## config.mk

```make
export PLATFORM = sky130hd
export DESIGN_NAME = drc_controller
export DESIGN_NICKNAME = d
export VERILOG_FILES = /design/src/hdl/drc_controller.v
export VERILOG_INCLUDE_DIRS = /design/src /design/src/shared
export SDC_FILE = /design/constraint.sdc
export NUM_CORES = 1
export LEC_CHECK = 0
export BUFFER_PORTS_ARGS = -buffer_cell sky130_fd_sc_hd__buf_2
export CAP_MARGIN = 30
export CORE_ASPECT_RATIO = 1.25
export CORE_MARGIN = 5
export CORE_UTILIZATION = 58
export DETAILED_ROUTE_END_ITERATION = 10
export HOLD_SLACK_MARGIN = 0.15
export PLACE_DENSITY = 0.85
export SETUP_SLACK_MARGIN = 0.4
export SLEW_MARGIN = 30
export SYNTH_ARGS = -nofsm -noshare
export SYNTH_HDL_FRONTEND = slang
export SYNTH_SLANG_ARGS = --single-unit
```

## constraint.sdc

```tcl
create_clock -name sys_clk -period 4.1 [get_ports sys_clk]
set_input_delay 0.615 -clock sys_clk [delete_from_list [all_inputs] [get_ports sys_clk]]
set_output_delay 0.615 -clock sys_clk [all_outputs]
set_load 0.005 [all_outputs]
```

## src/shared/drc_consts.vh

```
// constants for the dram refresh and access controller
`ifndef DRC_CONSTS_VH
`define DRC_CONSTS_VH
`define DRC_REF_ROW_RST 9'h1ff
`define DRC_DIV_61 7'h3d
`define DRC_DIV_91 7'h5b
`define DRC_DIV_106 7'h6a
`define DRC_DIV_121 7'h79
`define DRC_REF_LEN_3 3'h3
`define DRC_REF_LEN_4 3'h4
`define DRC_WAIT_CYCLES 2'h1
`endif

```

## src/hdl/drc_controller.v

```verilog
// dram refresh and access controller: latches, refresh timer, arbiter, strobes
//
// Notes on behaviour
// wait strap high adds one wait state
// reset sets row ones, clears requests, divider
// straps 000/001 select external refresh, timer held; the divider is held for 000 only and counts unused for 001
// timer divides by 61, 91, 106, 121
// refresh lasts three or four clocks by code
// timer restarts on request, cleared when straps low
// system holds straps low or reset four clocks
// row latch transparent while latch strobe high
// refresh row decrements after each refresh
// wait strap rising edge loads row ones
// nine address lines carry row, column, refresh
// arbiter runs inhibited cycle afterwards
// control drives strobes, ready, mux, timer reset
// bank selects decode to one row strobe
// upper bank change also drops other column strobe
// arbitration happens on the falling clock edge
// latch before access with refresh pending: refresh
// ready low on wait strap or refresh
// access strobe high ends access, back to idle
// external refresh request synchronized, then pending
`timescale 1ns/1ps
`include "drc_consts.vh"
module drc_controller #(
    parameter ADDR_W = 9
) (
    input wire sys_clk,
    input wire rst_n,
    input wire wait_timing_strap,
    input wire freq_select_strap_0,
    input wire freq_select_strap_1,
    input wire addr_latch_strobe,
    input wire access_strobe_n,
    input wire bank_select_hi,
    input wire bank_select_lo,
    input wire refresh_request_n,
    input wire [ADDR_W-1:0] row_addr_in,
    input wire [ADDR_W-1:0] col_addr_in,
    output wire [ADDR_W-1:0] memory_addr_out,
    output reg [3:0] row_strobe_outputs_n,
    output reg [1:0] column_strobe_outputs_n,
    output reg ready
);
    // fsm state codes
    localparam ST_IDLE = 2'h0;
    localparam ST_ACC = 2'h1;
    localparam ST_REF = 2'h2;

    // strap synchronisers, two flops each
    reg [2:0] strap_s1_q;
    reg [2:0] strap_q;
    // access-side synchronisers
    reg [3:0] ctl_s1_q;
    reg [3:0] ctl_q;
    // external refresh request synchroniser
    reg ref_s1_q;
    reg ref_s2_q;
    // previous wait strap for edge detection
    reg wait_prev_q;
    // latched row and column addresses
    reg [ADDR_W-1:0] row_q;
    reg [ADDR_W-1:0] col_q;
    // refresh row counter
    reg [ADDR_W-1:0] ref_row_q;
    // rate divider count and pending refresh
    reg [6:0] div_q;
    reg pend_q;
    // cycle state and counters
    reg [1:0] state_q;
    reg [2:0] cnt_q;
    reg [1:0] bank_q;
    reg bank_hi_at_latch_q;
    reg both_cas_q;
    reg [1:0] mux_sel_q;
    reg latch_prev_q;
    reg acc_seen_q;
    reg ready_nf_q;

    wire [2:0] code = strap_q;
    wire w_ale = ctl_q[0];
    wire w_acx_n = ctl_q[1];
    wire w_bhi = ctl_q[2];
    wire w_blo = ctl_q[3];
    wire ext_mode = (code == 3'h0) || (code == 3'h1);
    wire straps_low = (code == 3'h0);

    // divide ratio per strap code
    function [6:0] div_of;
        input [2:0] c;
        begin
            case (c)
                3'h2, 3'h4: div_of = `DRC_DIV_61;
                3'h3, 3'h5: div_of = `DRC_DIV_91;
                3'h6: div_of = `DRC_DIV_106;
                3'h7: div_of = `DRC_DIV_121;
                default: div_of = `DRC_DIV_61;
            endcase
        end
    endfunction

    // refresh cycle length per strap code
    function [2:0] ref_len;
        input [2:0] c;
        begin
            if (c == 3'h1 || c == 3'h2 || c == 3'h4) begin
                ref_len = `DRC_REF_LEN_3;
            end else begin
                ref_len = `DRC_REF_LEN_4;
            end
        end
    endfunction

    wire div_hit = !ext_mode && (div_q == div_of(code) - 7'h1);
    wire new_req = ext_mode ? !ref_s2_q : div_hit;
    wire latch_rise = w_ale && !latch_prev_q;

    // row latch is transparent while the latch strobe is high; bypasses the
    // flops for speed, so the strobe itself is treated as a local control
    wire [ADDR_W-1:0] row_view = addr_latch_strobe ? row_addr_in : row_q;
    assign memory_addr_out = (mux_sel_q == 2'h2) ? ref_row_q :
                             (mux_sel_q == 2'h1) ? col_q : row_view;

    // input synchronisers; first stage read only by second
    always @(posedge sys_clk or negedge rst_n) begin
        if (!rst_n) begin
            strap_s1_q <= 3'h0;
            strap_q <= 3'h0;
            ctl_s1_q <= 4'h2;
            ctl_q <= 4'h2;
            ref_s1_q <= 1'b1;
            ref_s2_q <= 1'b1;
        end else begin
            strap_s1_q <= {wait_timing_strap, freq_select_strap_1, freq_select_strap_0};
            strap_q <= strap_s1_q;
            ctl_s1_q <= {bank_select_lo, bank_select_hi, access_strobe_n, addr_latch_strobe};
            ctl_q <= ctl_s1_q;
            ref_s1_q <= refresh_request_n;
            ref_s2_q <= ref_s1_q;
        end
    end

    // row register holds value once latch strobe falls
    always @(posedge sys_clk or negedge rst_n) begin
        if (!rst_n) begin
            row_q <= {ADDR_W{1'b0}};
            col_q <= {ADDR_W{1'b0}};
        end else begin
            if (addr_latch_strobe) begin
                row_q <= row_addr_in;
            end
            col_q <= col_addr_in;
        end
    end

    // refresh timer and pending flag; new request wins over service clear
    always @(posedge sys_clk or negedge rst_n) begin
        if (!rst_n) begin
            div_q <= 7'h0;
            pend_q <= 1'b0;
        end else begin
            if (straps_low || div_hit || state_q == ST_REF) begin
                div_q <= 7'h0;
            end else begin
                div_q <= div_q + 7'h1;
            end
            if (new_req) begin
                pend_q <= 1'b1;
            end else if (state_q == ST_REF && cnt_q == 3'h0) begin
                pend_q <= 1'b0;
            end
        end
    end

    // refresh row counter with strap edge preset
    always @(posedge sys_clk or negedge rst_n) begin
        if (!rst_n) begin
            ref_row_q <= `DRC_REF_ROW_RST;
            wait_prev_q <= 1'b0;
        end else begin
            wait_prev_q <= code[2];
            if (code[2] && !wait_prev_q) begin
                ref_row_q <= `DRC_REF_ROW_RST;
            end else if (state_q == ST_REF && cnt_q == 3'h1) begin
                ref_row_q <= ref_row_q - 9'h1;
            end
        end
    end

    // arbitration on falling edge picks refresh or access
    always @(negedge sys_clk or negedge rst_n) begin
        if (!rst_n) begin
            state_q <= ST_IDLE;
            cnt_q <= 3'h0;
            bank_q <= 2'h0;
            bank_hi_at_latch_q <= 1'b0;
            both_cas_q <= 1'b0;
            mux_sel_q <= 2'h0;
            latch_prev_q <= 1'b0;
            acc_seen_q <= 1'b0;
        end else begin
            latch_prev_q <= w_ale;
            // select latch follows the bank pins while the latch strobe is high
            if (w_ale) begin
                bank_q <= {w_bhi, w_blo};
            end
            // a new latch cycle rearms the detector; any later upper bank change
            // up to the end of the access drops both column strobes
            if (latch_rise) begin
                bank_hi_at_latch_q <= w_bhi;
                both_cas_q <= 1'b0;
            end else if (w_bhi != bank_hi_at_latch_q) begin
                both_cas_q <= 1'b1;
            end
            case (state_q)
                ST_IDLE: begin
                    mux_sel_q <= 2'h0;
                    if (pend_q && (w_acx_n || latch_rise)) begin
                        state_q <= ST_REF;
                        cnt_q <= ref_len(code) - 3'h1;
                        mux_sel_q <= 2'h2;
                    end else if (!w_acx_n) begin
                        state_q <= ST_ACC;
                        cnt_q <= {2'h0, code[2]};
                        acc_seen_q <= 1'b0;
                    end
                end
                ST_ACC: begin
                    mux_sel_q <= 2'h1;
                    if (cnt_q != 3'h0) begin
                        cnt_q <= cnt_q - 3'h1;
                    end
                    acc_seen_q <= 1'b1;
                    if (w_acx_n) begin
                        state_q <= ST_IDLE;
                        both_cas_q <= 1'b0;
                        mux_sel_q <= 2'h0;
                    end
                end
                ST_REF: begin
                    if (cnt_q == 3'h0) begin
                        state_q <= ST_IDLE;
                        mux_sel_q <= 2'h0;
                    end else begin
                        cnt_q <= cnt_q - 3'h1;
                    end
                end
                default: state_q <= ST_IDLE;
            endcase
        end
    end

    // ready low for wait state or refresh, released on rising edge
    always @(posedge sys_clk or negedge rst_n) begin
        if (!rst_n) begin
            ready_nf_q <= 1'b1;
        end else if (state_q == ST_REF || (state_q == ST_ACC && cnt_q != 3'h0)) begin
            ready_nf_q <= 1'b0;
        end else if (state_q == ST_IDLE && w_ale && code[2]) begin
            ready_nf_q <= 1'b0;
        end else begin
            ready_nf_q <= 1'b1;
        end
    end

    // strobes decoded from the cycle state
    always @* begin
        ready = ready_nf_q;
        row_strobe_outputs_n = 4'hf;
        column_strobe_outputs_n = 2'h3;
        if (state_q == ST_REF) begin
            row_strobe_outputs_n = 4'h0;
        end else if (state_q == ST_ACC) begin
            row_strobe_outputs_n = ~(4'h1 << bank_q);
            if (acc_seen_q) begin
                column_strobe_outputs_n = ~(2'h1 << bank_q[1]);
                if (both_cas_q) begin
                    column_strobe_outputs_n = 2'h0;
                end
            end
        end
    end
endmodule // drc_controller

```

==> impl_metrics.toml, run 1 <==
[outcome]
status = "finished, violations left"
violations = "negative setup slack"

[logic_synthesis]
synth_fp_nets = 314
synth_area_leaders = "dfrtp_1 31%, dfstp_2 12%, dfrtn_1 10%"
postSynthCellCount = 276
synth_edf_count = 0
synth_most_common_cell = "dfrtp_1"
synth_area_leader_cell = "dfrtp_1"
syn_area_sq_mm = 0.00311
synth_cell_type_count = 45
synth_top_cell_area_share_pct = 31.4
ys_ff_latch = 66
synth.avg_cell_area_sq_um = 11.3
synthArstFlopShare_pct = 100
synth_common_cells = "39 x dfrtp_1, 26 x nand2_1, 21 x mux2_2, 21 x o21ai_0, 14 x dfstp_2"
seq_area_frac_synth_pct = 53.6
yosysWarnings = 0
ys.flop_type = "dfrtp_1"

[pwr]
ir_drop_mv = 0.540
cellPowerDensity_mw_per_mm2 = 596
p_leak_nw = 1.75

[worst_setup_path]
r2r_slack_ns = 0.09
cp.required_ns = 3.48
r2r_end = "ref_row_q[8]"
max_stage_delay_ns = 0.47
worst_ep_arrival_time_ns = 3.72
endpoint_kind = "primary output"
critPathKind = "reg2out"
r2r-start = "state_q[0]"
critPathLaunch = "mux_sel_q[0]"
start_kind = "flip-flop"
cp_slowest_cell = "dfrtn_1"
reg2reg_depth = 7
cp_max_fo = 8
endpoint = "memory_addr_out[5]"
crit_chain = "buf_12 -> mux2_2 -> nand2_1 -> o21ai_1 -> buf_2"

[timing]
slew_headroom_pct = 56.7
fin_skew_ns = 0.0181
whs_ns = 0.280
finalSetupViolCount = 9
worst_slack_ns = -0.239
final_max_slew_viol_count = 0
hold_viol = 0
rsz0062_at_grt = "yes"
worstMarginPinSlew_ns = 0.649

[run]
drv_cap = 0

[cts]
cts.path.max_buffers = 2
clkLatencyLatePin_ns = 0.35
ctsRootBufferMaster = "clkbuf_8"
clk_pin_slew_ns = 0.07
cts_buffers = 9
cts_tree = "done"
holdBufCountCts = 0
h-tree-depth = 3
clock_sinks = 66

[drt]
drtPass1Iterations = 4
viasPerCell = 5.92
post-route-drc-count = 0
wl_per_cell_um = 18.5
ant_nets = 0
drt_wl_total_um = 7630
dr_total_vias = 2441
drt-initial-drc-count = 171

[floorplanning]
core-area_sq_mm = 0.00515
start_util_pct = 60.4
die_h_um = 91.9
ios = 44
die-width_um = 75.5
num_rows = 29
design.die.area_sq_mm = 0.00694

[worst_hold_path]
hold_path_class = "in2async"

[global_route]
grt_overflow = 0
track_usage_pct = 23.1
grt_pass1_wl_um = 11900
grt_max_degree = 29
antenna_found_initial = 0
grt_pass1_vias = 2484

[layout]
syn_to_final_growth_pct = 30.7
final_cell_area_sq_mm = 0.00407
utilization_pct = 78.9
final_cells = 412
num_antenna_cells = 0
drive_gt1_share_pct = 44.0
nFillCells = 314
nets = 383

[place]
dpl.cell_count = 377
place_hpwl_um = 4430
place_area_sq_mm = 0.00345
post-place-ws_ns = 0.155
gp_congestion = 0.815
portBuffers = 43
[final cells by class]
class	instances	area [sq um]	share of cell area, %
sequential	66	1670	41.1
multi-input combinational	186	1520	37.4
clock buffer	10	138	3.38
clock inverter	6	114	2.80
tap	62	77.6	1.91
timing repair buffer	69	497	12.2
inverter	13	48.8	1.20
[repair_timing]
action / 4_1_cts / 5_1_grt
gates cloned: 1 / 0
gates resized for setup: 32 / 20
setup endpoints to repair: 18 / 34
pin swaps: 18 / 6
buffers inserted: 15 / 3
[stage by stage]
step                      total power (W)  TNS [ns]
after detailed placement          0.00154         0
after global placement            0.00151         0
after floorplan                   0.00132         0
after CTS                         0.00234     -1.41
after global routing              0.00256     -2.40
final                             0.00242     -1.63
[per-layer routing]
layer	vias up	part of all wire, %	track usage [%]	routed length [um]
li1	1105	-	-	-
met1	1227	38	26.5	2870
met2	86	54	38.0	4120
met3	23	4.9	7.22	370
met4	0	3.4	11.7	263
met5	-	0	0	0
[state kept, by name (all words and copies together) (netlist names), 2 cells and up]
register and cells:
col_q 9, ref_row_q 9, row_q 9, div_q 7, ctl_q 4, ctl_s1_q 4, cnt_q 3, code 3
strap_s1_q 3, bank_q 2, mux_sel_q 2, state_q 2
[report_power, final]
group,switching (W),internal [W]
clock,0.000257,0.000421
combinational,0.000418,0.000441
sequential,0.000119,0.000767
total,0.000795,0.00163
[placed cells by master, fill, tap and decap left out, types with 4 or more instances in the layout]
cell,Yosys,final
dfrtn_1,13,13
buf_6,0,11
a21oi_1,7,7
ha_1,10,8
mux2_2,21,19
nand2_1,26,23
dfstp_2,14,14
dfrtp_1,39,38
buf_2,0,43
a211oi_2,0,7
xor2_1,6,6
nor2_1,12,11
buf_4,1,12
mux2i_1,12,11
o21ai_1,1,7
nor2b_1,6,6
xnor2_1,8,8
nand3_1,6,4
o21ai_0,21,13
clkbuf_8,0,10
inv_1,13,11
[cells by family after synthesis]
kind of cell,synth area share (%)
flip-flops,53.6
adder cells (fa/ha/maj),4.34
multiplexers,11.5
XOR/XNOR,3.94
buffers and inverters,3.02
AND/OR/NAND/NOR,11.5
AO/OA/AOI/OAI,12.1
[worst min-delay path by stage]
stage                             start       end  slack [ns]  depth (start not counted)
after global placement      ctl_s1_q[0]  ctl_q[0]        0.33                          0
after CTS                         rst_n  ctl_q[0]        0.28                          1
after floorplan                   rst_n   code[0]        0.32                          0
after detailed placement  strap_s1_q[2]   code[2]        0.34                          0
final                             rst_n  ctl_q[0]        0.28                          1
after global routing              rst_n  ctl_q[0]        0.31                          1
[critical path: cells and delay by family, from the launching register on]
kind	cells	cell delay [ns]
flops	1	0.47
compound gates	1	0.11
mux	1	0.34
buf+inv	2	0.32
simple gates	1	0.10
Power figures use the tool's default switching activity.
==> inputs of run 2 (changes only) <==
--- a/config.mk
+++ b/config.mk
@@ -10,10 +10,10 @@
 export CAP_MARGIN = 30
 export CORE_ASPECT_RATIO = 1.25
 export CORE_MARGIN = 5
-export CORE_UTILIZATION = 58
+export CORE_UTILIZATION = 30
 export DETAILED_ROUTE_END_ITERATION = 10
 export HOLD_SLACK_MARGIN = 0.15
-export PLACE_DENSITY = 0.85
+export PLACE_DENSITY = 0.51
 export SETUP_SLACK_MARGIN = 0.4
 export SLEW_MARGIN = 30
 export SYNTH_ARGS = -nofsm -noshare
==> run 2 against run 1 <==
Net effect:
- the flow still finishes with violations (negative setup slack)
- cell count is 17% higher
- critical path depth unchanged
- non-clock buffer count rose by 4
- sequential share of layout area shrank 1.7 points
- clock power grew 23%
- utilization shrank 37 points
- sequential power fell by 0.5%
- first-iteration DRC count down 56%
==> impl_metrics.toml, run 2 (same netlist as run 1, synthesis figures left out) <==
[outcome]
status = "finished, violations left"
violations = "negative setup slack"

[floorplanning]
design.die.area_sq_mm = 0.0125
num_rows = 41
start_util_pct = 30.8
die-width_um = 101
core-area_sq_mm = 0.0101
ios = 44
die_h_um = 124

[drt]
post-route-drc-count = 0
wl_per_cell_um = 14.6
ant_nets = 0
drt-initial-drc-count = 75
dr_total_vias = 2285
drtPass1Iterations = 4
viasPerCell = 4.73
drt_wl_total_um = 7040

[worst_setup_path]
cp_top_family = "flip-flops"
worst_ep_arrival_time_ns = 3.63
cp_max_fo = 9
start_kind = "flip-flop"
cp_slowest_cell = "dfrtn_1"
crit_chain = "buf_12 -> mux2_2 -> nand2_1 -> o21ai_1 -> buf_2"
worst-path-buf-inv = 2
endpoint_kind = "primary output"
critPathKind = "reg2out"
cp.required_ns = 3.48
max_stage_delay_ns = 0.47

[place]
dpl.cell_count = 446
gp_congestion = 0.752
post-place-ws_ns = 0.170
portBuffers = 43
place_hpwl_um = 4740

[cts]
h-tree-depth = 3
cts_tree = "done"
holdBufCountCts = 0
ctsRootBufferMaster = "clkbuf_16"
clk_pin_slew_ns = 0.05
cts.path.max_buffers = 2
cts_buffers = 9
clkLatencyLatePin_ns = 0.33
clock_sinks = 66

[global_route]
grt_pass1_wl_um = 11800
grt_max_degree = 32
grt_overflow = 0
antenna_found_initial = 0
grt_pass1_vias = 2360
track_usage_pct = 12.1

[layout]
final_cell_mix = "43 x buf_2, 39 x dfrtp_1, 22 x nand2_1"
syn_to_final_growth_pct = 36.3
num_antenna_cells = 0
reg_top3 = "col_q x9, ref_row_q x9, row_q x9"
final_common_cell = "buf_2"
nets = 387
utilization_pct = 42.0
final_cells = 483
drive_gt1_share_pct = 44.4

[timing]
finalSetupViolCount = 9
hold_viol = 0
rsz0062_at_grt = "yes"
worst_slack_ns = -0.140
final_max_slew_viol_count = 0
whs_ns = 0.338
worstMarginPinSlew_ns = 0.695
fin_skew_ns = 0.0112
slew_headroom_pct = 53.6

[pwr]
pwr-share-clk_pct = 32.6
finalPower_w = 0.00256
p_leak_nw = 1.80
p_switching_w = 0.000788
switching_share_pct = 30.8
ir_drop_mv = 0.366
cellPowerDensity_mw_per_mm2 = 603
p_int_w = 0.00177
p_comb_share_pct = 32.9
p_seq_share_pct = 34.5

[run]
drv_cap = 0

[worst_hold_path]
hold_path_class = "in2async"
==> run 2: changes by cell type in the layout (fill, tap and decap cells not counted), sizes merged <==
cell / previous run / this run
buf: 69 / 72
bufinv: 3 / 2
clkbuf: 10 / 11
inv: 13 / 14
==> run 2: routing by layer <==
layer / global-route usage (%) / share of wire, % / vias up
li1: - / - / 1117
met1: 15.0 / 43 / 1125
met2: 20.3 / 52 / 37
met3: 3.53 / 4.0 / 6
met4: 3.99 / 1.3 / 0
met5: 0 / 0 / -
==> run 2: layout make-up <==
type                    count  area (sq um)
clock buffers              10           239
well taps                 129           161
repair buffers             73           528
inverters                  13          48.8
multi-input cells         186          1510
flip-flops and latches     66          1670
fillers                   968          5860
clock inverters             6          88.8
==> run 2: what timing repair did <==
action                     CTS  global route
setup endpoints to repair   19            27
cloned                       1             1
setup buffers               12             7
gates resized for setup     24            24
pin swaps                   15            13
==> run 2: final timing paths <==
path                          startpoint            endpoint  slack, ns  cells past startpoint
max                         mux_sel_q[0]  memory_addr_out[7]      -0.14                      5
min                                rst_n            ctl_q[0]       0.34                      1
max reg2reg                   state_q[1]        ref_row_q[8]       0.06                      7
min reg2reg                strap_s1_q[1]             code[1]       0.35                      0
max in group asynchronous          rst_n            cnt_q[0]       1.36                      1
min in group sys_clk       strap_s1_q[1]             code[1]       0.35                      0
==> run 2: worst reg2reg max path: stages, from the launching register on <==
cell and delay, ns:
dfrtn_1 0.45, buf_6 0.12, ha_4 0.18, buf_6 0.12, nand3b_1 0.12, a2111o_1 0.43
o21ai_1 0.12, or3b_1 0.35
==> run 2: power by group through the flow <==
| stage | clock network, W | logic [W] | registers (W) |
|---|---|---|---|
| floorplan | 0 | 0.000485 | 0.000835 |
| global placement | 0 | 0.000657 | 0.000881 |
| detailed placement | 0 | 0.000667 | 0.000884 |
| CTS | 0.000861 | 0.000764 | 0.000877 |
| finish | 0.000834 | 0.000842 | 0.000882 |
| global route | 0.000888 | 0.000939 | 0.000899 |
==> run 2: stage by stage <==
step,area (sq um),TNS (ns)
2_1_floorplan,3160,0
6_report,4240,-1.15
3_3_place_gp,3550,0
5_1_grt,4240,-1.93
4_1_cts,4080,-1.36
3_5_place_dp,3550,0
==> inputs of run 3 (changes only) <==
--- a/config.mk
+++ b/config.mk
@@ -6,6 +6,7 @@
 export SDC_FILE = /design/constraint.sdc
 export NUM_CORES = 1
 export LEC_CHECK = 0
+export ABC_AREA = 1
 export BUFFER_PORTS_ARGS = -buffer_cell sky130_fd_sc_hd__buf_2
 export CAP_MARGIN = 30
 export CORE_ASPECT_RATIO = 1.25
==> run 3 against run 2 <==
Net effect:
- area after synthesis decreased by 2.9%
- setup slack improved by 0.10 ns
- first-iteration DRC count decreased by 28%
- the flow still finishes with violations (negative setup slack)
- clock power decreased by 2%
- critical path type unchanged
- via count increased by 3.7%
- sequential power decreased by 3.3%
- clock-buffer cell count unchanged
==> impl_metrics.toml, run 3 <==
[outcome]
status = "finished, violations left"
violations = "negative setup slack"

[drt]
ant_nets = 0
post-route-drc-count = 0
dr_total_vias = 2369
drt_wl_total_um = 6560
viasPerCell = 4.44
drt-initial-drc-count = 54
drtPass1Iterations = 4
wl_per_cell_um = 12.3

[cts]
clock_sinks = 66
cts_tree = "done"
clk_pin_slew_ns = 0.05
cts_buffers = 9
ctsRootBufferMaster = "clkbuf_16"
h-tree-depth = 3
cts.path.max_buffers = 2
clkLatencyLatePin_ns = 0.34

[worst_setup_path]
cp_slowest_cell = "dfrtn_1"
r2r-start = "state_q[1]"
worst_ep_arrival_time_ns = 3.52
start_kind = "flip-flop"
critPathKind = "reg2out"
r2r_slack_ns = 0.46
endpoint_kind = "primary output"
critPathLaunch = "mux_sel_q[1]"
max_stage_delay_ns = 0.42
reg2reg_depth = 10
cp_max_fo = 5
cp.required_ns = 3.48
crit_chain = "inv_2 -> nor2_4 -> clkinv_4 -> o211ai_1 -> buf_2"

[place]
portBuffers = 43
gp_congestion = 0.761
place_hpwl_um = 4870
dpl.cell_count = 507

[global_route]
grt_overflow = 0
grt_max_degree = 32
grt_pass1_vias = 2429
track_usage_pct = 11.8
antenna_found_initial = 0
grt_pass1_wl_um = 11100

[timing]
slew_headroom_pct = 54.2
whs_ns = 0.327
finalSetupViolCount = 12
worstMarginPinSlew_ns = 0.687
fin_skew_ns = 0.0140
hold_viol = 0
final_max_slew_viol_count = 0
rsz0062_at_grt = "yes"
worst_slack_ns = -0.0365
setup_tns_ns = -0.212

[layout]
syn_to_final_growth_pct = 32.2
drive_gt1_share_pct = 31.6
final_cell_mix = "78 x nand2_1, 44 x inv_1, 43 x buf_2"
num_antenna_cells = 0
final_cells = 534
utilization_pct = 39.9
nets = 438
final_common_cell = "nand2_1"
reg_top3 = "col_q x9, ref_row_q x9, row_q x9"

[worst_hold_path]
hold_path_class = "in2async"

[logic_synthesis]
synth_most_common_cell = "nand2_1"
synth_cell_type_count = 31
ys.flop_type = "dfrtp_1"
seq_area_frac_synth_pct = 55.2
synth_common_cells = "80 x nand2_1, 50 x inv_1, 39 x dfrtp_1"
ys_ff_latch = 66
synthArstFlopShare_pct = 100
synth_area_leader_cell = "dfrtp_1"
synth_edf_count = 0
synth.avg_cell_area_sq_um = 9.08
synth_top_cell_area_share_pct = 32.3
syn_area_sq_mm = 0.00302
yosysWarnings = 0
synth_fp_nets = 371
synth_area_leaders = "dfrtp_1 32%, dfstp_2 12%, dfrtn_1 11%"
postSynthCellCount = 333

[pwr]
ir_drop_mv = 0.188
p_leak_nw = 1.97
cellPowerDensity_mw_per_mm2 = 622
switching_share_pct = 33.6
p_comb_share_pct = 32.9
pwr-share-clk_pct = 32.8
finalPower_w = 0.00249
p_int_w = 0.00165
p_switching_w = 0.000836
p_seq_share_pct = 34.3

[floorplanning]
start_util_pct = 30.2
ios = 44
core-area_sq_mm = 0.0100
die-width_um = 99.8
num_rows = 41
die_h_um = 122
design.die.area_sq_mm = 0.0122

[run]
drv_cap = 0
[run 3: changes by cell type after synthesis, sizes merged, moves of 6 or more]
cell	previous run	this run
a211oi	10	0
a21oi	7	13
clkbuf	7	0
inv	13	51
mux2	21	0
mux2i	12	1
nand2	26	84
nand3	6	15
nor2	12	32
nor2b	6	0
xnor2	8	1
[run 3: path summary, 6_finish.rpt]
kind | end
max | memory_addr_out[1]
min | row_q[0]
max reg2reg | ref_row_q[8]
min reg2reg | ctl_q[1]
max in group asynchronous | state_q[0]
min in group sys_clk | ctl_q[1]
[run 3: power by group through the flow]
stage	logic, W	registers, W	clock network [W]
after global placement	0.000655	0.000852	0
after global routing	0.000920	0.000870	0.000871
final	0.000818	0.000853	0.000815
after detailed placement	0.000669	0.000854	0
after floorplan	0.000462	0.000837	0
after CTS	0.000782	0.000849	0.000842
[run 3: worst max-delay path: cells and delay by family (launching register included)]
family / cells / cell delay (ns)
simple gates: 1 / 0.20
flops: 1 / 0.42
buf+inv: 3 / 0.33
compound gates: 1 / 0.18
[run 3: cell type report]
cell class                      instances  area [sq um]
Fill cell                            1001          6010
Sequential cell                        66          1670
Multi-Input combinational cell        214          1300
Timing Repair Buffer                   56           328
Clock buffer                           10           229
Inverter                               52           213
Tap cell                              129           161
Clock inverter                          6          91.3
Timing Repair inverter                  1          5.00
[run 3: logic make-up after synthesis]
logic type	share of synthesized area, %
AND/OR/NAND/NOR	21.9
flip-flops	55.2
AO/OA/AOI/OAI	10.1
buffers and inverters	6.62
adder cells (fa/ha/maj)	4.14
XOR/XNOR	1.74
multiplexers	0.331
[run 3: what timing repair did]
action                                  in CTS  in global routing
gates cloned                                 1                  0
gates resized for setup                     33                 12
hold buffers                                 0                  0
pin swaps                                    8                  7
setup buffers                                9                  1
endpoints found under the setup margin      15                 20
[run 3: layer usage]
| layer | global-route usage (%) | part of all wire (%) |
|---|---|---|
| met2 | 19.8 | 50 |
| met5 | 0 | 0 |
| met1 | 13.4 | 42 |
| met3 | 2.73 | 5.0 |
| met4 | 7.51 | 3.0 |
[run 3: per-stage QoR]
stage               worst slack [ns]  instance area, sq um
finish                       -0.0365                  4000
global route                  -0.109                  4000
CTS                          -0.0445                  3920
detailed placement             0.171                  3430
global placement               0.244                  3430
floorplan                      0.432                  3030
